[config.mk]
export PLATFORM = sky130hd
export DESIGN_NAME = oneshot_timer_ccp
export DESIGN_NICKNAME = d
export VERILOG_FILES = /design/src/hw/event_scaler.v /design/src/hw/oneshot_timer_ccp.v
export VERILOG_INCLUDE_DIRS = /design/src /design/src/hw
export SDC_FILE = /design/constraint.sdc
export NUM_CORES = 1
export LEC_CHECK = 0
export BUFFER_PORTS_ARGS = -buffer_cell sky130_fd_sc_hd__buf_4
export CORE_UTILIZATION = 32
export DETAILED_ROUTE_END_ITERATION = 10
export PLACE_DENSITY_LB_ADDON = 0.3
export SYNTH_ARGS = -nofsm -noshare
export SYNTH_HDL_FRONTEND = slang
export SYNTH_HIERARCHICAL = 1
export SYNTH_SLANG_ARGS = --single-unit
export TNS_END_PERCENT = 30
[constraint.sdc]
create_clock -name CLOCK_I -period 1.77 [get_ports CLOCK_I]
set_clock_uncertainty 0.05 [all_clocks]
set_input_delay 0 -clock CLOCK_I [delete_from_list [all_inputs] [get_ports CLOCK_I]]
set_output_delay 0 -clock CLOCK_I [all_outputs]
set_load 0.005 [all_outputs]
[src/hw/oneshot_timer_map.vh]
// register offsets, field positions and reset values of the one-shot timer block
`ifndef ONESHOT_TIMER_MAP_VH
`define ONESHOT_TIMER_MAP_VH
`define OFS_TIMER_CONTROL   4'h0
`define OFS_TIMER_MODE      4'h1
`define OFS_PERIOD_VALUE    4'h2
`define OFS_COMPARE_LOW     4'h3
`define OFS_COMPARE_HIGH    4'h4
`define OFS_CCP_CONTROL     4'h5
`define OFS_STATUS          4'h6
`define OFS_TIMER_COUNT     4'h7
`define BIT_RUN             7
`define BIT_FLAG            0
`define BIT_CMP_OUT         1
`define BIT_SLEEP           2
`define BIT_WAKE            3
`define BIT_TRIG_SEL        4
`define MODE_ONESHOT        5'h08
`define CCP_MODE_OFF        4'h0
`define CCP_MODE_COMPARE    4'h8
`define CCP_MODE_PWM        4'hc
`define RST_TIMER_CONTROL   8'h00
`define RST_TIMER_MODE      5'h00
`define RST_PERIOD_VALUE    8'hff
`define RST_BYTE            8'h00
`endif

[src/hw/event_scaler.v]
// prescaler and postscaler stage of the one-shot timer
`timescale 1ns/10ps
module event_scaler (
    input  wire       clk_i,     // instruction clock
    input  wire       clear_i,   // hold in reset while timer is off
    input  wire [2:0] pre_sel_i, // prescale code, 2^code
    input  wire [3:0] post_sel_i,// postscale code, code+1
    input  wire       match_i,   // period match event
    output reg        tick_o,    // prescaled count enable
    output reg        event_o    // postscaled output event
);
    reg [6:0] pre_count;  // prescale counter
    reg [3:0] post_count; // postscale counter
    wire [6:0] pre_limit; // terminal prescale value
    assign pre_limit = (7'h01 << pre_sel_i) - 7'h01;

    // prescaler: divide clock by powers of two
    always @(posedge clk_i) begin
        if (clear_i) begin
            pre_count <= 7'h00;
            tick_o    <= 1'b0;
        end else if (pre_count >= pre_limit) begin
            pre_count <= 7'h00;
            tick_o    <= 1'b1;
        end else begin
            pre_count <= pre_count + 7'h01;
            tick_o    <= 1'b0;
        end
    end

    // postscaler: one event per code+1 matches
    always @(posedge clk_i) begin
        if (clear_i) begin
            post_count <= 4'h0;
            event_o    <= 1'b0;
        end else if (match_i && post_count >= post_sel_i) begin
            post_count <= 4'h0;
            event_o    <= 1'b1;
        end else begin
            if (match_i)
                post_count <= post_count + 4'h1;
            event_o <= 1'b0;
        end
    end
endmodule // event_scaler

[src/hw/oneshot_timer_ccp.v]
// one-shot period timer coupled to a capture/compare/pwm output, avalon-mm slave
// Overview of operation
// - one-shot period match clears count and run
// - mode 01000 selects software-start one-shot
// - clearing run zeroes counter, cycle restarts from zero on run
// - pulse rises with the run-bit write
// - clearing run while active extends pulse
// - pulse ends at compare match, stays off
// - run cleared after match leaves pulse off
// - new cycle only on a run-bit write while run is clear
// - run is control bit 7, hardware cleared
// - postscale bits 3:0 divide by value+1
// - zero control write clears compare latch
// - compare and pwm modes set interrupt flag on event
// - flag plus match issues conversion trigger
// - compare change cancels pending timer reset
// - sleep compare only with running timer, wakes
// - output also offered to internal peripherals
// - pwm identical for every unit
// - pulse width resolution up to ten bits; count resets at the 8-bit period match, so widths above 255 never match
//
// Added by the designer: the Avalon-MM slave port and the register offsets.
`timescale 1ns/10ps
`include "oneshot_timer_map.vh"
module oneshot_timer_ccp (
    input  wire        CLOCK_I,          // 50 mhz instruction clock
    input  wire        RST_B_I,          // synchronous reset, active low
    input  wire [3:0]  AVS_ADDRESS_I,    // word index
    input  wire        AVS_READ_I,       // read strobe
    input  wire        AVS_WRITE_I,      // write strobe
    input  wire [31:0] AVS_WRITEDATA_I,  // write data
    input  wire [3:0]  AVS_BYTEENABLE_I, // byte lanes
    output reg  [31:0] AVS_READDATA_O,   // read data
    output reg         AVS_WAITREQUEST_O,// stall until answered
    input  wire [15:0] COMPANION_COUNT_I,// companion 16-bit timer value
    input  wire        COMPANION_RUN_I,  // companion timer running (pin domain)
    input  wire        SLEEP_I,          // device in sleep (pin domain)
    output reg         COMPANION_RESET_O,// reset pulse to companion timer
    output reg         CONV_TRIGGER_O,   // auto-conversion trigger pulse
    output reg         WAKE_O,           // wake request
    output reg         PWM_PIN_O,        // drive to output pin
    output reg         CCP_INTERNAL_O,   // same signal for peripherals
    output reg         TIMER_EVENT_O     // postscaled timer output event
);
    // registers
    reg [7:0]  timer_control;   // run, prescale, postscale
    reg [4:0]  timer_mode;      // mode field
    reg [7:0]  period_value;    // period compare
    reg [7:0]  compare_value_low;  // compare low byte
    reg [7:0]  compare_value_high; // compare high byte
    reg [7:0]  capture_compare_control; // bit3:0 mode, bit4 trigger select
    reg        capture_compare_flag;    // sticky event flag
    reg        wake_enable;     // sleep wake enable
    reg [9:0]  timer_count;     // main count
    reg        pulse_active;    // pwm drive state
    reg        compare_latch;   // compare output latch
    reg        trig_pending;    // compare match seen, reset due next edge
    reg [15:0] cmp_at_trigger;  // compare pair at trigger edge
    reg        run_q;           // run bit last cycle
    reg        answered;        // bus answer cycle
    reg [1:0]  sleep_sync;      // pin synchroniser
    reg [1:0]  comp_run_sync;   // pin synchroniser

    wire        run = timer_control[`BIT_RUN];
    wire        oneshot = (timer_mode == `MODE_ONESHOT);
    wire [3:0]  ccp_mode = capture_compare_control[3:0];
    wire        pwm_mode = (ccp_mode == `CCP_MODE_PWM);
    wire        cmp_mode = (ccp_mode == `CCP_MODE_COMPARE);
    wire [15:0] compare_pair = {compare_value_high, compare_value_low};
    wire        tick;           // prescaled enable
    wire        post_event;     // postscaled event
    wire        period_match = run && tick && (timer_count[7:0] == period_value);
    wire [9:0]  width10 = {compare_value_high[1:0], compare_value_low};
    wire        width_match = run && (timer_count == width10);
    wire        asleep = sleep_sync[1];
    wire        cmp_clock_ok = !asleep || comp_run_sync[1];
    wire        cmp_match = cmp_mode && cmp_clock_ok && (COMPANION_COUNT_I == compare_pair);
    wire        acc = (AVS_READ_I || AVS_WRITE_I) && !answered;
    wire        wr = AVS_WRITE_I && !answered && AVS_BYTEENABLE_I[0];
    wire        wr_ctl = wr && (AVS_ADDRESS_I == `OFS_TIMER_CONTROL);
    wire        wr_ccp = wr && (AVS_ADDRESS_I == `OFS_CCP_CONTROL);
    wire        run_set = wr_ctl && AVS_WRITEDATA_I[`BIT_RUN] && !run;

    // prescale and postscale stage, cleared while off
    event_scaler u_scaler (
        .clk_i      (CLOCK_I),
        .clear_i    (!run || !RST_B_I),
        .pre_sel_i  (timer_control[6:4]),
        .post_sel_i (timer_control[3:0]),
        .match_i    (period_match),
        .tick_o     (tick),
        .event_o    (post_event)
    );

    // pin input synchronisers
    always @(posedge CLOCK_I) begin
        if (!RST_B_I) begin
            sleep_sync    <= 2'h0;
            comp_run_sync <= 2'h0;
        end else begin
            sleep_sync    <= {sleep_sync[0], SLEEP_I};
            comp_run_sync <= {comp_run_sync[0], COMPANION_RUN_I};
        end
    end

    // bus handshake: one wait cycle, answer on second
    always @(posedge CLOCK_I) begin
        if (!RST_B_I) begin
            answered          <= 1'b0;
            AVS_WAITREQUEST_O <= 1'b1;
        end else begin
            answered          <= acc;
            AVS_WAITREQUEST_O <= !acc;
        end
    end

    // read mux, registered
    always @(posedge CLOCK_I) begin
        if (!RST_B_I)
            AVS_READDATA_O <= 32'h0000_0000;
        else if (AVS_READ_I && acc) begin
            case (AVS_ADDRESS_I)
                `OFS_TIMER_CONTROL: AVS_READDATA_O <= {24'h000000, timer_control};
                `OFS_TIMER_MODE:    AVS_READDATA_O <= {27'h0000000, timer_mode};
                `OFS_PERIOD_VALUE:  AVS_READDATA_O <= {24'h000000, period_value};
                `OFS_COMPARE_LOW:   AVS_READDATA_O <= {24'h000000, compare_value_low};
                `OFS_COMPARE_HIGH:  AVS_READDATA_O <= {24'h000000, compare_value_high};
                `OFS_CCP_CONTROL:   AVS_READDATA_O <= {24'h000000, capture_compare_control};
                `OFS_STATUS:        AVS_READDATA_O <= {28'h0000000, wake_enable, asleep,
                                                       compare_latch, capture_compare_flag};
                `OFS_TIMER_COUNT:   AVS_READDATA_O <= {22'h000000, timer_count};
                default:            AVS_READDATA_O <= 32'h0000_0000; // unmapped reads zero
            endcase
        end
    end

    // software registers and run bit
    always @(posedge CLOCK_I) begin
        if (!RST_B_I) begin
            timer_control           <= `RST_TIMER_CONTROL;
            timer_mode              <= `RST_TIMER_MODE;
            period_value            <= `RST_PERIOD_VALUE;
            compare_value_low       <= `RST_BYTE;
            compare_value_high      <= `RST_BYTE;
            capture_compare_control <= `RST_BYTE;
            wake_enable             <= 1'b0;
        end else begin
            if (wr_ctl)
                timer_control <= AVS_WRITEDATA_I[7:0];
            else if (oneshot && period_match)
                timer_control[`BIT_RUN] <= 1'b0;
            if (wr && AVS_ADDRESS_I == `OFS_TIMER_MODE)
                timer_mode <= AVS_WRITEDATA_I[4:0];
            if (wr && AVS_ADDRESS_I == `OFS_PERIOD_VALUE)
                period_value <= AVS_WRITEDATA_I[7:0];
            if (wr && AVS_ADDRESS_I == `OFS_COMPARE_LOW)
                compare_value_low <= AVS_WRITEDATA_I[7:0];
            if (wr && AVS_ADDRESS_I == `OFS_COMPARE_HIGH)
                compare_value_high <= AVS_WRITEDATA_I[7:0];
            if (wr_ccp)
                capture_compare_control <= AVS_WRITEDATA_I[7:0];
            if (wr && AVS_ADDRESS_I == `OFS_STATUS)
                wake_enable <= AVS_WRITEDATA_I[`BIT_WAKE];
        end
    end

    // main counter, held at zero while off
    always @(posedge CLOCK_I) begin
        if (!RST_B_I || !run)
            timer_count <= 10'h000;
        else if (period_match)
            timer_count <= 10'h000;
        else if (tick)
            timer_count <= timer_count + 10'h001;
    end

    // pwm pulse state
    always @(posedge CLOCK_I) begin
        run_q <= RST_B_I && run;
        if (!RST_B_I)
            pulse_active <= 1'b0;
        else if (!pwm_mode)
            pulse_active <= 1'b0;
        else if (run_set)
            pulse_active <= 1'b1;
        else if (!run)
            pulse_active <= pulse_active;
        else if (width_match && run_q)
            pulse_active <= 1'b0;
    end

    // compare latch, flag, trigger and companion reset
    always @(posedge CLOCK_I) begin
        if (!RST_B_I) begin
            compare_latch        <= 1'b0;
            capture_compare_flag <= 1'b0;
            trig_pending         <= 1'b0;
            cmp_at_trigger       <= 16'h0000;
            CONV_TRIGGER_O       <= 1'b0;
            COMPANION_RESET_O    <= 1'b0;
        end else begin
            if (wr_ccp && AVS_WRITEDATA_I[7:0] == 8'h00)
                compare_latch <= 1'b0;
            else if (cmp_match)
                compare_latch <= 1'b1;
            // hardware set wins over software clear
            if (cmp_match || (pwm_mode && period_match))
                capture_compare_flag <= 1'b1;
            else if (wr && AVS_ADDRESS_I == `OFS_STATUS && !AVS_WRITEDATA_I[`BIT_FLAG])
                capture_compare_flag <= 1'b0;
            CONV_TRIGGER_O <= cmp_match && capture_compare_flag &&
                              capture_compare_control[`BIT_TRIG_SEL];
            trig_pending   <= cmp_match;
            cmp_at_trigger <= compare_pair;
            COMPANION_RESET_O <= trig_pending && (cmp_at_trigger == compare_pair);
        end
    end

    // outputs from flip-flops
    always @(posedge CLOCK_I) begin
        if (!RST_B_I) begin
            PWM_PIN_O      <= 1'b0;
            CCP_INTERNAL_O <= 1'b0;
            WAKE_O         <= 1'b0;
            TIMER_EVENT_O  <= 1'b0;
        end else begin
            PWM_PIN_O      <= pwm_mode ? (pulse_active || run_set) : compare_latch;
            CCP_INTERNAL_O <= pwm_mode ? (pulse_active || run_set) : compare_latch;
            WAKE_O         <= asleep && wake_enable && cmp_match;
            TIMER_EVENT_O  <= post_event;
        end
    end
endmodule // oneshot_timer_ccp

-- Yosys cells after proc, flatten, opt, wreduce, memory -nomap -nowiden
Index checks and enable logic that the tools add are counted.
- bitwise logic cells: 1
- muxes and demuxes: 11
- $add $sub $neg: 4
- order comparisons: 2
- reductions and logical operators: 53
- shift-type cells: 1
- eq/ne operators: 14
- operator list (operator ; number):
    case mux 10 bit (8 select lines) ; 1
    equality test 16 bit ; 2
    logical AND 1 bit ; 30
    equality test 4 x 3 -> 1 bit, second input constant ; 4
    adder 10 x 1 -> 10 bit, second input constant ; 1
    equality test 10 bit ; 1
    2-to-1 mux 1 bit ; 10
    equality test 4 x 2 -> 1 bit, second input constant ; 2
    equality test 4 bit, second input constant ; 2
    equality test 8 bit ; 1
    logical NOT 8 bit ; 1
    nonzero test 2 bit ; 4
    OR reduction 2 bit ; 4
    adder 7 x 1 -> 7 bit, second input constant ; 1
    >= comparator 7 bit ; 1
    left shift 1 x 3 -> 7 bit, first input constant ; 1
    subtractor 7 x 1 -> 7 bit, second input constant ; 1
    logical NOT 1 bit ; 6
    equality test 5 x 4 -> 1 bit, second input constant ; 1
    logical OR 1 bit ; 5
    adder 4 x 1 -> 4 bit, second input constant ; 1
    equality test 4 x 1 -> 1 bit, second input constant ; 1
    >= comparator 4 bit ; 1
    logical NOT 4 bit ; 1
    2 further kinds ; 3
- register bits after elaboration: 133
- output and inout bits: 39

-- Depth between registers and ports, before layout
- depth in word-level cells: 8
- depth in mapped cells: 9

-- Cells and area by module
The synthesis kept the hierarchy.
- by module, submodules not included (module ; instances ; area each (sq um) ; cells each ; sequential area each (sq um)):
    oneshot_timer_ccp ; 1 ; 4714.5 ; 524 ; 1961.9
    event_scaler ; 1 ; 815.8 ; 88 ; 260.2

-- Worst setup path after synthesis
OpenSTA, ideal clock, no wires.
- path kind: reg-to-reg
- from: reg timer_count[5]
- to: reg u_scaler.post_count[3]
- slack: -0.149 ns
- required time: 1.641 ns
- data arrival time: 1.789 ns
- stages on the path, launching flop included: 9
- cell sequence: dfxtp_1 > clkbuf_1 > xnor2_1 > nand4_1 > nor3_1 > clkbuf_1 > nand4_1 > xor2_1 > a211oi_2
- word-level cells in the longest chain between the ends: 4
- ends and longest elaborated chain (what ; RTL line ; RTL):
    start: declaration ; oneshot_timer_ccp.v:54 ; reg [9:0] timer_count;
    start signal: assignment ; oneshot_timer_ccp.v:174 ; timer_count <= timer_count + 10'h001;
    equality test 8 bit (*) ; oneshot_timer_ccp.v:72 ; wire period_match = run && tick && (timer_count[7:0] == period_value);
    logical AND 1 bit (*) ; oneshot_timer_ccp.v:72 ;
    named net period_match ; oneshot_timer_ccp.v:72 ;
    logical AND 1 bit ; event_scaler.v:36 ; end else if (match_i && post_count >= post_sel_i) begin
    OR reduction 2 bit (no line) ; n/a ;
    end signal: assignment ; event_scaler.v:41 ; post_count <= post_count + 4'h1;
    end: declaration ; event_scaler.v:13 ; reg [3:0] post_count;
Mark *: on every way through the listed nets, which the timed path passes. The rest lies on a longest branch.
A chain may end at the register's enable or synchronous reset.

-- Worst setup path after layout
- from: reg timer_control[5]
- to: reg u_scaler.pre_count[5]
- word-level cells in the longest chain between the ends: 4
- ends and longest elaborated chain (what ; RTL line ; RTL):
    start: declaration ; oneshot_timer_ccp.v:46 ; reg [7:0] timer_control;
    start signal: assignment ; oneshot_timer_ccp.v:140 ; timer_control <= `RST_TIMER_CONTROL;
    start signal: assignment ; oneshot_timer_ccp.v:149 ; timer_control <= AVS_WRITEDATA_I[7:0];
    left shift 1 x 3 -> 7 bit ; event_scaler.v:15 ; assign pre_limit = (7'h01 << pre_sel_i) - 7'h01;
    subtractor 7 x 1 -> 7 bit ; event_scaler.v:15 ;
    >= comparator 7 bit ; event_scaler.v:22 ; end else if (pre_count >= pre_limit) begin
    OR reduction 2 bit (no line) ; n/a ;
    end signal: assignment ; event_scaler.v:26 ; pre_count <= pre_count + 7'h01;
    end: declaration ; event_scaler.v:12 ; reg [6:0] pre_count;
Every way passes these cells.

==> reports/results.txt <==
Maximum number of pins on one net before global-route repair = 36
Io pins = 101
Maxcap violations = 0
Die Outline Area = 17800 um2
Die width = 133 um
Critical path arrival = 2.09 ns
Most used flip-flop cell after synthesis = sky130_fd_sc_hd__dfxtp_1
Critical path launch point type = register
Core area = 16700 um2
Area fraction of the dominant cell type after synthesis = 40.2%
Cell area after synthesis = 5530 um2
Post-Layout Cell Count = 922
Setup_tns = -0.393 ns
Area used by multi-input combinational logic = 3090 um2
Maximum clock rate = 541 MHz
Fillers = 1688
GRT Resource Usage Total = 17.5%
H-tree levels = 3
Via count of the first global-routing pass = 4322
Clk root buf = sky130_fd_sc_hd__clkbuf_16
Final min period = 1.85 ns
Wire length of the first global-routing pass = 23700 um
# DRC = 0
Routability Congestion = 0.868
Maximum fanout along the worst path = 6
Flip-flop and latch count after synthesis = 111
Number of enable flip-flop cells after synthesis = 0
Violated checks = setup timing
Wire length after detailed routing = 15100 um
Layout Area Growth over Synthesis = 24.5%
Share of final-layout standard cells stronger than drive strength 1 = 21.5%
Sink Count = 111
Power density over the cells = 700 nW/um2
Sequential Area = 2230 um2
Post-DP HPWL = 11100 um
Sequential element share of the synthesized area = 40.2%
Tightest Hold Check Type = in2reg
Source-to-sink clock delay at the later pin of the worst-skew pair = 0.36 ns
Worst-path clk slew = 0.07 ns
Vias = 4487
Number of iterations in the first detailed-routing pass = 5
Cts bufs inserted = 9
Residual overflow from global routing = 0
Initial antenna violation count = 0
Number of warning messages in the yosys log = 6
Library cell with the largest summed area after synthesis = sky130_fd_sc_hd__dfxtp_1
Synth top area cells = sky130_fd_sc_hd__dfxtp_1, sky130_fd_sc_hd__mux2i_1, sky130_fd_sc_hd__xor2_1
Setup repair after global routing missed its margin = true
Residual antenna-violating net count after detailed routing = 0
Class of the most critical setup path = reg2reg
Synth Area per Inst = 9.04 um2
Number of pins exceeding their max-slew limit in the final report = 0
Post-layout net count = 774
Routed len/inst = 16.3 um
Crit path capture type = register
Drt first-iter violations = 224
Worst path required time = 2.01 ns
Number of cell rows = 47
Fraction of the cycle the final worst path needs = 104%
Post-placement cell count = 890
Worst IR Drop VDD = 413 uV
Number of buffers on the longest clock path = 2
Post-synth cell types = 57
Number of failing setup endpoints in the final timing report = 7
Depth of the worst register-to-register path = 7
Hold violation total from the final report = 0
Starting utilization of the core area = 33.1%
Count of input and output buffers = 51
Height of the chip = 133 um
Count of cells along the worst hold path = 5
Post-synth ARST share = 0%
Gate Count Post-Synth = 612
CTS tree = done
Outcome = complete, but fails checks
Average via count per standard cell = 4.87
Pleak = 2.79 nW
Final setup margin = -0.0775 ns
Inserted Diodes = 0
==> per-stage QoR <==
step                      worst slack, ns  util (%)  instance area, um2  total power (W)  hold slack, ns
after detailed placement           -0.206      37.9                6340          0.00292           0.169
after CTS                          -0.104      40.9                6830          0.00487           0.129
after global routing               -0.154      41.2                6890          0.00500           0.142
after global placement            -0.0632      37.9                6340          0.00292           0.170
after floorplan                   -0.0434         -                5620          0.00280          0.0773
final                             -0.0775      41.2                6890          0.00482           0.135
==> metal layers <==
metal | up-vias | share of wire [%] | track usage (%) | wire length (um)
met5 | - | 0 | 0 | 0
met4 | 0 | 2.5 | 7.51 | 376
met3 | 24 | 4.0 | 3.31 | 597
met2 | 100 | 49 | 28.5 | 7350
met1 | 2152 | 45 | 22.5 | 6740
li1 | 2211 | - | - | -
==> cells in the final DEF, fill, tap and decap left out, drive strengths merged, types with 5 or more instances in the layout <==
master | netlist | final
dfxtp | 111 | 111
buf | 35 | 106
nor2 | 76 | 76
mux2i | 54 | 54
nand2 | 36 | 36
xor2 | 34 | 34
xnor2 | 31 | 31
a21oi | 24 | 24
conb | 1 | 22
and2 | 21 | 21
nand3 | 20 | 20
ha | 14 | 14
dlygate4sd3 | 0 | 13
inv | 11 | 13
nand4 | 12 | 12
nor4 | 12 | 12
nand2b | 11 | 11
clkbuf | 30 | 9
and3 | 8 | 8
o21ai | 7 | 7
nor3 | 7 | 7
nor2b | 6 | 6
o31ai | 5 | 5
==> sequential cells by signal (all words and copies together), names as in the netlist, 2 cells and up <==
signal	cells
cmp_at_trigger	16
AVS_READDATA_O	10
timer_count	10
capture_compare_control	8
compare_value_high	8
compare_value_low	8
period_value	8
timer_control	8
u_scaler/pre_count	7
timer_mode	5
u_scaler/post_count	4
comp_run_sync	2
sleep_sync	2
==> synth_stat cells, drive strengths merged, types with 2 or more instances <==
master and instances:
xor2 34, nor3 7, a221o 2, nand3 20, a21oi 24, and3 8
clkbuf 30, ha 14, nor2b 6, a32oi 2, a21o 2, nand4 12
o211ai 4, mux2i 54, nor2 76, xnor2 31, nand2b 11, a211oi 4
and2 21, a31oi 3, o31ai 5, nand2 36, nor4 12, a221oi 2
inv 11, o21ai 7, a311oi 2, mux2 2, o22ai 4, or3 2
buf 35, dfxtp 111, o21a 2, a22oi 4
==> area by class of cell <==
class,instances,area share [%]
tap,220,4.00
clock buffer,9,3.27
clock inverter,6,0.672
multi-input combinational,445,44.9
timing repair buffer,119,14.0
inverter,12,0.654
sequential,111,32.5
==> power by group <==
| part | switching [W] | leakage, nW | internal [W] | total [W] |
|---|---|---|---|---|
| combinational | 0.000211 | 1.77 | 0.000158 | 0.000369 |
| clock | 0.000968 | 0.128 | 0.000958 | 0.00193 |
| sequential | 0.0000129 | 0.899 | 0.00251 | 0.00252 |
| total | 0.00119 | 2.79 | 0.00363 | 0.00482 |
==> kinds of logic after synthesis <==
kind of cell | share of synthesized area, %
muxes | 10.2
other | 0.0678
and+or+nand+nor | 19.8
DFF | 40.2
buffers and inverters | 7.24
adders and majority gates | 3.17
xor gates and xnor gates | 10.3
AOI/OAI and AO/OA | 9.12
==> path summary, 6_finish.rpt <==
kind | to | slack, ns | from
max | u_scaler/pre_count[5] | -0.08 | timer_control[5]
min | AVS_READDATA_O[4] | 0.13 | AVS_ADDRESS_I[3]
max reg2reg | u_scaler/pre_count[5] | -0.08 | timer_control[5]
min reg2reg | comp_run_sync[1] | 0.39 | comp_run_sync[0]
==> repair_timing <==
action / 4_1_cts / 5_1_grt
hold buffers: 13 / 0
pin swaps: 14 / 12
setup buffers: 3 / 1
endpoints found under the setup margin: 8 / 18
resized for setup: 14 / 9
hold endpoints to repair: 50 / 0
==> worst max-delay path: stages, from the launching register on <==
cell	delay, ns
sky130_fd_sc_hd__dfxtp_4	0.36
sky130_fd_sc_hd__buf_6	0.13
sky130_fd_sc_hd__o21ai_4	0.17
sky130_fd_sc_hd__ha_4	0.23
sky130_fd_sc_hd__a21o_1	0.18
sky130_fd_sc_hd__a311oi_2	0.36
sky130_fd_sc_hd__o31ai_4	0.17
sky130_fd_sc_hd__nor2_1	0.14
Note: power is estimated with default switching activity, not from simulation.
